### src/sadc_pkg.sv
package sadc_pkg;
    // Register byte offsets (Avalon word aligned)
    localparam logic [3:0] CTRL_OFS = 4'h0;
    localparam logic [3:0] CFG_OFS = 4'h4;
    localparam logic [3:0] STAT_OFS = 4'h8;
    localparam logic [3:0] MASK_OFS = 4'hC;
    // Control register fields
    localparam int CTRL_EN_BIT = 0;
    localparam int CTRL_START_BIT = 1;
    localparam int CTRL_GIE_BIT = 2;
    localparam int CTRL_IRQEN_BIT = 3;
    // Configuration register fields
    localparam int CFG_CLKDIV_LSB = 0;
    localparam int CFG_SHW_LSB = 2;
    localparam int CFG_RES_LSB = 4;
    localparam int CFG_EXTREF_BIT = 6;
    localparam int CFG_INTREF_LSB = 7;
    localparam int CFG_CHAN_GLOBAL_ENABLE_BIT = 9;
    localparam int CFG_CHAN_LSB = 12;
    localparam int CFG_PA_LSB = 16;
    localparam int CFG_PB_LSB = 24;
    // Status register fields
    localparam int STAT_IRQ_BIT = 0;
    localparam int STAT_DONE_BIT = 1;
    localparam int STAT_RES_LSB = 16;
    // Reset values
    localparam logic [31:0] CFG_RESET = 32'h00000000;
    // Number of result bits
    localparam logic [3:0] RES_BITS_8 = 4'h8;
    localparam logic [3:0] RES_BITS_10 = 4'hA;
    localparam logic [3:0] RES_BITS_12 = 4'hC;
    // Channel codes
    localparam logic [3:0] CHAN_QUARTER = 4'hC;
    localparam logic [3:0] CHAN_PB_FIRST = 4'h5;
    // Reference select codes (one-hot on refSel output)
    localparam int REF_EXT = 0;
    localparam int REF_SUPPLY = 1;
    localparam int REF_4V = 2;
    localparam int REF_3V = 3;
    localparam int REF_2V = 4;
    // Fixed overhead periods of a conversion
    localparam logic [3:0] CONV_OVERHEAD = 4'h2;
    typedef enum logic [1:0] {
        SADC_IDLE,
        SADC_SAMPLE,
        SADC_BITS,
        SADC_TAIL
    } sadc_state_e;
endpackage

### src/sadc_clk_if.sv
`timescale 1ns/10ps
interface sadc_clk_if;
    logic [1:0] divSel;
    logic run;
    logic tick;
    modport ctl (output divSel, output run, input tick);
    modport div (input divSel, input run, output tick);
endinterface

### src/sadc_control.sv
`timescale 1ns/10ps
// Operation
// - Done flag low during a conversion, high once finished.
// - Done rising edge at conversion end raises interrupt when global enable is set with mask bit 1, or with irq enable and mask bit 0.
// - External reference select routes reference pin, ignoring internal select.
// - Internal reference code picks supply, 4 V, 3 V or 2 V.
// - Channel global enable low connects no source; firmware sets it first.
// - Channel code picks port A 0-4, port B 1-7, quarter supply, or nothing.
// - Analog pin bit makes pin pure analog, disabling digital function.
// - Conversion clock is cpu clock divided by 16, 8, 1 or 2.
// - Sample pulse lasts 1, 2, 4 or 8 conversion clocks.
// - Resolution code gives 8, 10 or 12 bits.
// - One bit per conversion clock; total sample plus bits plus two.
// - Conversion interval runs from start write until done rises.
module sadc_control (
    // Clock and reset
    input wire logic clock,
    input wire logic arst_n,
    // Avalon-MM slave
    input wire logic [3:0] address,
    input wire logic read,
    input wire logic write,
    input wire logic [31:0] writedata,
    input wire logic [3:0] byteenable,
    output logic [31:0] readdata,
    output logic waitrequest,
    // Interrupt
    output logic irq,
    // Analog core
    input wire logic cmpOut,
    output logic [11:0] dacCode,
    output logic samplePulse,
    output logic adcPowerOn,
    output logic [4:0] refSel,
    output logic [13:0] chanConnect,
    output logic [7:0] analogPinA,
    output logic [7:0] analogPinB
);
    logic [3:0] ctrl_q;
    logic [31:0] cfg_q;
    logic [1:0] stat_q;
    logic [1:0] mask_q;
    logic done_q;
    logic [11:0] result_q;
    logic [3:0] cnt_q;
    logic [3:0] bitIdx_q;
    logic [31:0] rdata_q;
    logic ack_q;
    logic wait_q;
    logic irq_q;
    logic sample_q;
    logic [4:0] ref_q;
    logic [13:0] chan_q;
    sadc_pkg::sadc_state_e state_q;
    sadc_pkg::sadc_state_e state_d;
    sadc_clk_if ck ();
    logic [11:0] trial;
    // Bus decode
    wire selCtrl = address == sadc_pkg::CTRL_OFS;
    wire selCfg = address == sadc_pkg::CFG_OFS;
    wire selStat = address == sadc_pkg::STAT_OFS;
    wire selMask = address == sadc_pkg::MASK_OFS;
    // Writes land on the answer edge, the only edge at which the master treats them as taken
    wire wrStb = write && ack_q;
    wire rdStb = read && !ack_q;
    wire [31:0] bmask = {{8{byteenable[3]}}, {8{byteenable[2]}},
                         {8{byteenable[1]}}, {8{byteenable[0]}}};
    wire [31:0] cfgWr = (cfg_q & ~bmask) | (writedata & bmask);
    // Configuration fields
    wire [1:0] shwSel = cfg_q[sadc_pkg::CFG_SHW_LSB +: 2];
    wire [1:0] resSel = cfg_q[sadc_pkg::CFG_RES_LSB +: 2];
    wire extRef = cfg_q[sadc_pkg::CFG_EXTREF_BIT];
    wire [1:0] intRef = cfg_q[sadc_pkg::CFG_INTREF_LSB +: 2];
    wire chan_global_enable = cfg_q[sadc_pkg::CFG_CHAN_GLOBAL_ENABLE_BIT];
    wire [3:0] chanSel = cfg_q[sadc_pkg::CFG_CHAN_LSB +: 4];
    wire enable = ctrl_q[sadc_pkg::CTRL_EN_BIT];
    wire startReq = ctrl_q[sadc_pkg::CTRL_START_BIT];
    wire [3:0] nBits = (resSel[1]) ? sadc_pkg::RES_BITS_12 :
                       (resSel[0]) ? sadc_pkg::RES_BITS_10 : sadc_pkg::RES_BITS_8;
    wire [3:0] shLen = 4'h1 << shwSel;
    wire tick = ck.tick;
    wire finish = tick && (state_q == sadc_pkg::SADC_TAIL)
                  && (cnt_q == sadc_pkg::CONV_OVERHEAD - 4'h1);
    wire launch = (state_q == sadc_pkg::SADC_IDLE) && enable && startReq;
    // Reference one-hot
    wire [4:0] refNext = extRef ? 5'h01 << sadc_pkg::REF_EXT :
                         (intRef == 2'h3) ? 5'h01 << sadc_pkg::REF_SUPPLY :
                         (intRef == 2'h2) ? 5'h01 << sadc_pkg::REF_4V :
                         (intRef == 2'h1) ? 5'h01 << sadc_pkg::REF_3V :
                         5'h01 << sadc_pkg::REF_2V;
    // Channel one-hot: bits 0-4 port A 0-4, 5-11 port B 1-7, 12 quarter supply
    wire [13:0] chanNext = (!chan_global_enable || chanSel > sadc_pkg::CHAN_QUARTER) ? 14'h0000 :
                           14'h0001 << chanSel;
    assign ck.divSel = cfg_q[sadc_pkg::CFG_CLKDIV_LSB +: 2];
    assign ck.run = enable && (state_q != sadc_pkg::SADC_IDLE);
    sadc_clk_div u_div (
        .clock(clock),
        .arst_n(arst_n),
        .ck(ck)
    );
    sadc_sar u_sar (
        .clock(clock),
        .arst_n(arst_n),
        .clear(launch),
        .step(tick && (state_q == sadc_pkg::SADC_BITS)),
        .bitIdx(bitIdx_q),
        .cmpIn(cmpOut),
        .trial(trial)
    );
    // Conversion sequencer: sample, one bit per tick, then two tail periods
    always_comb begin
        state_d = state_q;
        case (state_q)
            sadc_pkg::SADC_IDLE: begin
                if (launch) begin
                    state_d = sadc_pkg::SADC_SAMPLE;
                end
            end
            sadc_pkg::SADC_SAMPLE: begin
                if (tick && cnt_q == shLen - 4'h1) begin
                    state_d = sadc_pkg::SADC_BITS;
                end
            end
            sadc_pkg::SADC_BITS: begin
                if (tick && cnt_q == nBits - 4'h1) begin
                    state_d = sadc_pkg::SADC_TAIL;
                end
            end
            sadc_pkg::SADC_TAIL: begin
                if (finish) begin
                    state_d = sadc_pkg::SADC_IDLE;
                end
            end
            default: state_d = sadc_pkg::SADC_IDLE;
        endcase
        if (!enable) begin
            state_d = sadc_pkg::SADC_IDLE;
        end
    end
    always_ff @(posedge clock or negedge arst_n) begin
        if (!arst_n) begin
            state_q <= sadc_pkg::SADC_IDLE;
            cnt_q <= 4'h0;
            bitIdx_q <= 4'hB;
        end else begin
            state_q <= state_d;
            if (state_d != state_q) begin
                cnt_q <= 4'h0;
            end else if (tick) begin
                cnt_q <= cnt_q + 4'h1;
            end
            if (launch) begin
                bitIdx_q <= 4'hB;
            end else if (tick && state_q == sadc_pkg::SADC_BITS) begin
                bitIdx_q <= bitIdx_q - 4'h1;
            end
        end
    end
    // Done flag, result and start handling
    always_ff @(posedge clock or negedge arst_n) begin
        if (!arst_n) begin
            done_q <= 1'b1;
            result_q <= 12'h000;
        end else if (launch) begin
            done_q <= 1'b0;
        end else if (finish) begin
            done_q <= 1'b1;
            // The SAR leaves the next trial bit set below the last decided one; drop it
            result_q <= trial & ~(12'hFFF >> nBits);
        end else if (!enable) begin
            done_q <= 1'b1;
        end
    end
    // Bus registers; start write while busy is dropped
    always_ff @(posedge clock or negedge arst_n) begin
        if (!arst_n) begin
            ctrl_q <= 4'h0;
            cfg_q <= sadc_pkg::CFG_RESET;
            mask_q <= 2'h0;
        end else begin
            if (wrStb && selCtrl && byteenable[0]) begin
                ctrl_q <= writedata[3:0];
                if (!done_q) begin
                    ctrl_q[sadc_pkg::CTRL_START_BIT] <= startReq;
                end
            end else if (finish || launch) begin
                ctrl_q[sadc_pkg::CTRL_START_BIT] <= 1'b0;
            end
            if (wrStb && selCfg) begin
                cfg_q <= cfgWr;
            end
            if (wrStb && selMask && byteenable[0]) begin
                mask_q <= writedata[1:0];
            end
        end
    end
    // Sticky status: set wins over write-one-to-clear
    wire [1:0] evt = {finish, finish && ctrl_q[sadc_pkg::CTRL_IRQEN_BIT]};
    wire [1:0] w1c = (wrStb && selStat && byteenable[0]) ? writedata[1:0] : 2'h0;
    always_ff @(posedge clock or negedge arst_n) begin
        if (!arst_n) begin
            stat_q <= 2'h0;
            irq_q <= 1'b0;
        end else begin
            stat_q <= (stat_q & ~w1c) | evt;
            irq_q <= |((stat_q & ~w1c | evt) & mask_q) && ctrl_q[sadc_pkg::CTRL_GIE_BIT];
        end
    end
    // Read data and one-wait-state handshake
    wire [31:0] rdMux = selCtrl ? {28'h0, ctrl_q[3:2], startReq, enable} :
                        selCfg ? cfg_q :
                        selStat ? {4'h0, result_q, 13'h0, done_q, stat_q} :
                        selMask ? {30'h0, mask_q} : 32'h00000000;
    always_ff @(posedge clock or negedge arst_n) begin
        if (!arst_n) begin
            ack_q <= 1'b0;
            wait_q <= 1'b1;
            rdata_q <= 32'h00000000;
        end else begin
            ack_q <= (read || write) && !ack_q;
            wait_q <= !((read || write) && !ack_q);
            if (rdStb) begin
                rdata_q <= rdMux;
            end
        end
    end
    // Analog-side outputs registered
    always_ff @(posedge clock or negedge arst_n) begin
        if (!arst_n) begin
            sample_q <= 1'b0;
            ref_q <= 5'h00;
            chan_q <= 14'h0000;
        end else begin
            sample_q <= state_d == sadc_pkg::SADC_SAMPLE;
            ref_q <= refNext;
            chan_q <= chanNext;
        end
    end
    assign waitrequest = wait_q;
    assign readdata = rdata_q;
    assign irq = irq_q;
    assign dacCode = trial;
    assign samplePulse = sample_q;
    assign adcPowerOn = ctrl_q[sadc_pkg::CTRL_EN_BIT];
    assign refSel = ref_q;
    assign chanConnect = chan_q;
    assign analogPinA = cfg_q[sadc_pkg::CFG_PA_LSB +: 8];
    assign analogPinB = cfg_q[sadc_pkg::CFG_PB_LSB +: 8];
endmodule

### src/sadc_clk_div.sv
`timescale 1ns/10ps
module sadc_clk_div (
    // Clock and reset
    input wire logic clock,
    input wire logic arst_n,
    // Divider control
    sadc_clk_if.div ck
);
    logic [3:0] cnt_q;
    logic [3:0] lim;
    // Divide select: 00 /16, 01 /8, 10 /1, 11 /2
    assign lim = (ck.divSel == 2'h0) ? 4'hF :
                 (ck.divSel == 2'h1) ? 4'h7 :
                 (ck.divSel == 2'h2) ? 4'h0 : 4'h1;
    assign ck.tick = ck.run && (cnt_q >= lim);
    always_ff @(posedge clock or negedge arst_n) begin
        if (!arst_n) begin
            cnt_q <= 4'h0;
        end else if (!ck.run || ck.tick) begin
            cnt_q <= 4'h0;
        end else begin
            cnt_q <= cnt_q + 4'h1;
        end
    end
endmodule

### src/sadc_sar.sv
`timescale 1ns/10ps
module sadc_sar (
    // Clock and reset
    input wire logic clock,
    input wire logic arst_n,
    // Step control
    input wire logic clear,
    input wire logic step,
    input wire logic [3:0] bitIdx,
    input wire logic cmpIn,
    // Trial word to the analog DAC and settled result
    output logic [11:0] trial
);
    logic [11:0] acc_q;
    logic [11:0] bitMask;
    assign bitMask = 12'h001 << bitIdx;
    assign trial = acc_q;
    // Keep the tested bit when comparator says input is above trial, then set the next
    always_ff @(posedge clock or negedge arst_n) begin
        if (!arst_n) begin
            acc_q <= 12'h000;
        end else if (clear) begin
            acc_q <= 12'h800;
        end else if (step) begin
            acc_q <= (cmpIn ? acc_q : (acc_q & ~bitMask)) | (bitMask >> 1);
        end
    end
endmodule

### config.mk
export PLATFORM = sky130hd
export DESIGN_NAME = sadc_control
export DESIGN_NICKNAME = d
export VERILOG_FILES = /design/src/sadc_pkg.sv /design/src/sadc_clk_if.sv /design/src/sadc_control.sv /design/src/sadc_clk_div.sv /design/src/sadc_sar.sv
export SDC_FILE = /design/constraint.sdc
export NUM_CORES = 1
export LEC_CHECK = 0
export ABC_AREA = 1
export BUFFER_PORTS_ARGS = -buffer_cell sky130_fd_sc_hd__buf_2
export CORE_MARGIN = 2
export CORE_UTILIZATION = 54
export DETAILED_ROUTE_END_ITERATION = 16
export PLACE_DENSITY = 0.9
export SLEW_MARGIN = 20
export SYNTH_ARGS = -nofsm -noshare
export SYNTH_HDL_FRONTEND = slang
export SYNTH_HIERARCHICAL = 1
export SYNTH_SLANG_ARGS = --single-unit
### constraint.sdc
create_clock -name clock -period 4.3 [get_ports clock]
set_clock_uncertainty 0.15 [all_clocks]
set_input_delay 0.86 -clock clock [delete_from_list [all_inputs] [get_ports clock]]
set_output_delay 0.86 -clock clock [all_outputs]
set_load 0.02 [all_outputs]
==> run summary <==
=====================================================================================
Leakage Power                                                             0.003929 uW
All-layer global routing usage                                                 25.19%
Input/output buffers                                                              127
Run status                                                               complete, no violations
Clock tree buffer depth                                                             2
Number of enable-type register cells in the synthesized netlist                     0
Number of vias per cell                                                         5.251
GRT busiest layer                                                                met2
Post-Syn Nets                                                                     755
Remaining antenna violation count after routing                                     0
Number of max-capacitance violations reported                                       0
Critical path class                                                      flip-flop to flip-flop
Total core area                                                           10940 sq um
Setup tns final                                                                  0 ps
Total of endpoints with negative setup slack in the final report                    0
Total length of routed wires                                                 14500 um
Final period demand of the worst path                                         3255 ps
Insertion delay to the later sink of the worst-skew pair                       420 ps
# IOs                                                                             128
Critical-path maximum fanout                                                       26
Fraction of met3 tracks used by global routing                                 6.996%
Post-route design area                                                     7360 sq um
Final HPWL DP                                                                10000 um
Kind of start point of the critical path                                    flip-flop
First-pass DRT Iterations                                                           5
Final weighted congestion of routability-driven global placement               0.8778
Area growth syn-to-layout                                                      20.71%
Layout cell share with drive strength beyond 1                                 24.61%
Fraction of the cycle the final worst path needs                               75.69%
PwrDens                                                                  502.7 nW/um^2
Min-delay worst type                                                     flip-flop to flip-flop
Setup Buffers After CTS                                                             0
Top-area cell type share of the netlist area                                   52.94%
Actual slew at the worst max-slew pin                                        812.2 ps
Wire length per cell after detailed routing                                  14.94 um
Part of the Yosys area used for sequential elements                            55.10%
NumNets Final                                                                     869
Worst endpoint data arrival time                                              3400 ps
Post-synthesis sequential element count                                           134
Pin count of the biggest net entering global routing                               72
GR Layer Usage met1                                                            30.39%
Synthesized area per cell                                                 8.685 sq um
Number of CTS-inserted buffers                                                     17
Starting DRT DRC Count                                                            493
Max-slew headroom                                                              45.85%
Overall die height                                                           110.3 um
Final WS setup                                                                1045 ps
Sinks on Clock Net                                                                134
Post-CTS Hold Buffers                                                               0
Fraction of met2 tracks used by global routing                                 42.46%
Initial antenna violation count                                                     1
Number of pins exceeding their max-slew limit in the final report                   0
Cell accounting for the most synthesized area                            sky130_fd_sc_hd__dfrtp_1
Top FF cell, synth                                                       sky130_fd_sc_hd__dfrtp_1
Post-synthesis cell type count                                                     39
Top area cells in the synthesized netlist                                sky130_fd_sc_hd__dfrtp_1, sky130_fd_sc_hd__nand2_1, sky130_fd_sc_hd__inv_1
Area of the mapped netlist                                                 6097 sq um
Number of rows in the core area                                                    38
Vias in the first global route                                                   4875
Post-Place Worst Slack                                                        1174 ps
DIE AREA                                                                  12160 sq um
Total placed instance area                                                 6725 sq um
Die span in x                                                                110.3 um
IR drop worst, VDD                                                          0.3104 mV
Fraction of registers with async set/reset                                     100.0%
Data required time of the critical path                                       4450 ps
Overflow left after global routing                                                  0
Initial cell density of the core                                               55.76%
Maximum clock frequency                                                     307.3 MHz
Count of yosys warnings during synthesis                                            6
Clock-pin slew of the registers on the worst-case setup and hold paths          60 ps
CTS tree                                                                        built
Hold violation count in the final report                                            0
Kind of end point of the critical path                                      flip-flop
Wire length of the first global-routing pass                                 23090 um
Root Driver                                                              sky130_fd_sc_hd__clkbuf_16
Unrepaired setup endpoints after global routing                                 false
Count of cells resized by post-cts repair                                           0
Gate count after technology mapping                                               702
Final routed DRC violation total                                                    0
Number of levels the H-tree was split into                                          4
Total via count after detailed routing                                           5093
=====================================================================================
synth_stat cells (2+ instances only):
cell	instances
sky130_fd_sc_hd__nor2_2	3
sky130_fd_sc_hd__inv_2	5
sky130_fd_sc_hd__or2_2	2
sky130_fd_sc_hd__nor2_4	3
sky130_fd_sc_hd__buf_4	17
sky130_fd_sc_hd__nand4_1	2
sky130_fd_sc_hd__buf_2	7
sky130_fd_sc_hd__mux2_4	4
sky130_fd_sc_hd__o21bai_1	2
sky130_fd_sc_hd__xor2_1	4
sky130_fd_sc_hd__nand3_1	30
sky130_fd_sc_hd__inv_1	92
sky130_fd_sc_hd__clkbuf_1	7
sky130_fd_sc_hd__ha_1	8
sky130_fd_sc_hd__nand2_1	176
sky130_fd_sc_hd__dfstp_2	5
sky130_fd_sc_hd__a31oi_1	4
sky130_fd_sc_hd__o31ai_1	8
sky130_fd_sc_hd__a21oi_1	27
sky130_fd_sc_hd__nor2_1	74
sky130_fd_sc_hd__o21ai_0	43
sky130_fd_sc_hd__nor3_1	9
sky130_fd_sc_hd__mux2_2	6
sky130_fd_sc_hd__nand2_2	7
sky130_fd_sc_hd__dfrtp_1	129
sky130_fd_sc_hd__buf_1	2
sky130_fd_sc_hd__o22ai_1	11
sky130_fd_sc_hd__xnor2_1	2
sky130_fd_sc_hd__buf_6	3
metrics by stage:
| stage | util (%) | hold WS (ps) | total power, uW | cells |
|---|---|---|---|---|
| after CTS | 67.28 | 311.9 | 3710 | 969 |
| after global placement | 61.50 | 293.7 | 2157 | 937 |
| final | 67.30 | 312.0 | 3700 | 970 |
| after detailed placement | 61.50 | 305.2 | 2175 | 937 |
| after floorplan | - | 275.0 | 1963 | 702 |
| after global routing | 67.30 | 340.0 | 3864 | 970 |
power breakdown:
group | switching (uW) | internal, uW
Combinational | 395 | 203
Clock | 536 | 999
Sequential | 149 | 1420
Total | 1080 | 2620
layout by cell type, fill, tap and decap left out, drive strengths merged, types with 8 or more instances in the layout:
cell,synthesis,final
a21oi,28,28
ha,8,8
o31ai,8,8
nand3,31,31
nor3,10,10
o21ai,43,43
nor2,81,81
nand2,183,183
mux2,10,10
inv,98,99
clkbuf,7,20
dfrtp,129,129
buf,29,131
o22ai,11,11
logic make-up (layout without fill, tap and decap cells):
group,count (synthesis),after routing,share of synthesized area (%)
multiplexers,10,10,2.093
AND/OR/NAND/NOR,311,311,21.55
other,1,2,0.06150
flip-flops,134,134,55.10
buffers and inverters,135,262,9.912
AO/OA/AOI/OAI,97,97,8.783
XOR/XNOR,6,6,0.8619
adder cells (fa/ha/maj),8,8,1.642
layer usage:
metal,up-vias,wire length [um]
met4,0,387
met3,34,1018
met2,186,7247
li1,2430,-
met1,2443,5843
met5,-,0
layout make-up:
| class | count | area, sq um |
|---|---|---|
| Timing Repair Buffer | 131 | 680.7 |
| Tap cell | 140 | 175.2 |
| Sequential cell | 134 | 3359 |
| Clock buffer | 20 | 456.7 |
| Inverter | 99 | 374.1 |
| Multi-Input combinational cell | 433 | 2136 |
| Fill cell | 808 | 3576 |
| Clock inverter | 12 | 175.2 |
| Antenna cell | 1 | 2.502 |
final timing paths:
check                           from        end  slack (ps)  cells past startpoint
setup / recovery           flip-flop  ctrl_q[1]        1050                     15
min in group asynchronous     arst_n  async pin         360                      1
max in group asynchronous     arst_n     done_q        2720                      2
hold reg to reg            flip-flop  refSel[4]         310                      1
hold / removal             flip-flop  refSel[4]         310                      1
setup reg to reg           flip-flop  ctrl_q[1]        1050                     15
worst max-delay path, stage by stage (launching register included):
cell and delay, ps:
sky130_fd_sc_hd__dfrtp_1 450, sky130_fd_sc_hd__or2_2 320, sky130_fd_sc_hd__ha_1 310, sky130_fd_sc_hd__nand2_1 70
sky130_fd_sc_hd__inv_2 60, sky130_fd_sc_hd__nand2_1 90, sky130_fd_sc_hd__nand3_1 110, sky130_fd_sc_hd__nand2_1 60
sky130_fd_sc_hd__inv_1 190, sky130_fd_sc_hd__inv_1 60, sky130_fd_sc_hd__nor2_1 160, sky130_fd_sc_hd__nand3_1 190
sky130_fd_sc_hd__inv_1 530, sky130_fd_sc_hd__o21ai_0 190, sky130_fd_sc_hd__nand3_1 100, sky130_fd_sc_hd__o21ai_0 80
Power figures use the tool's default switching activity.
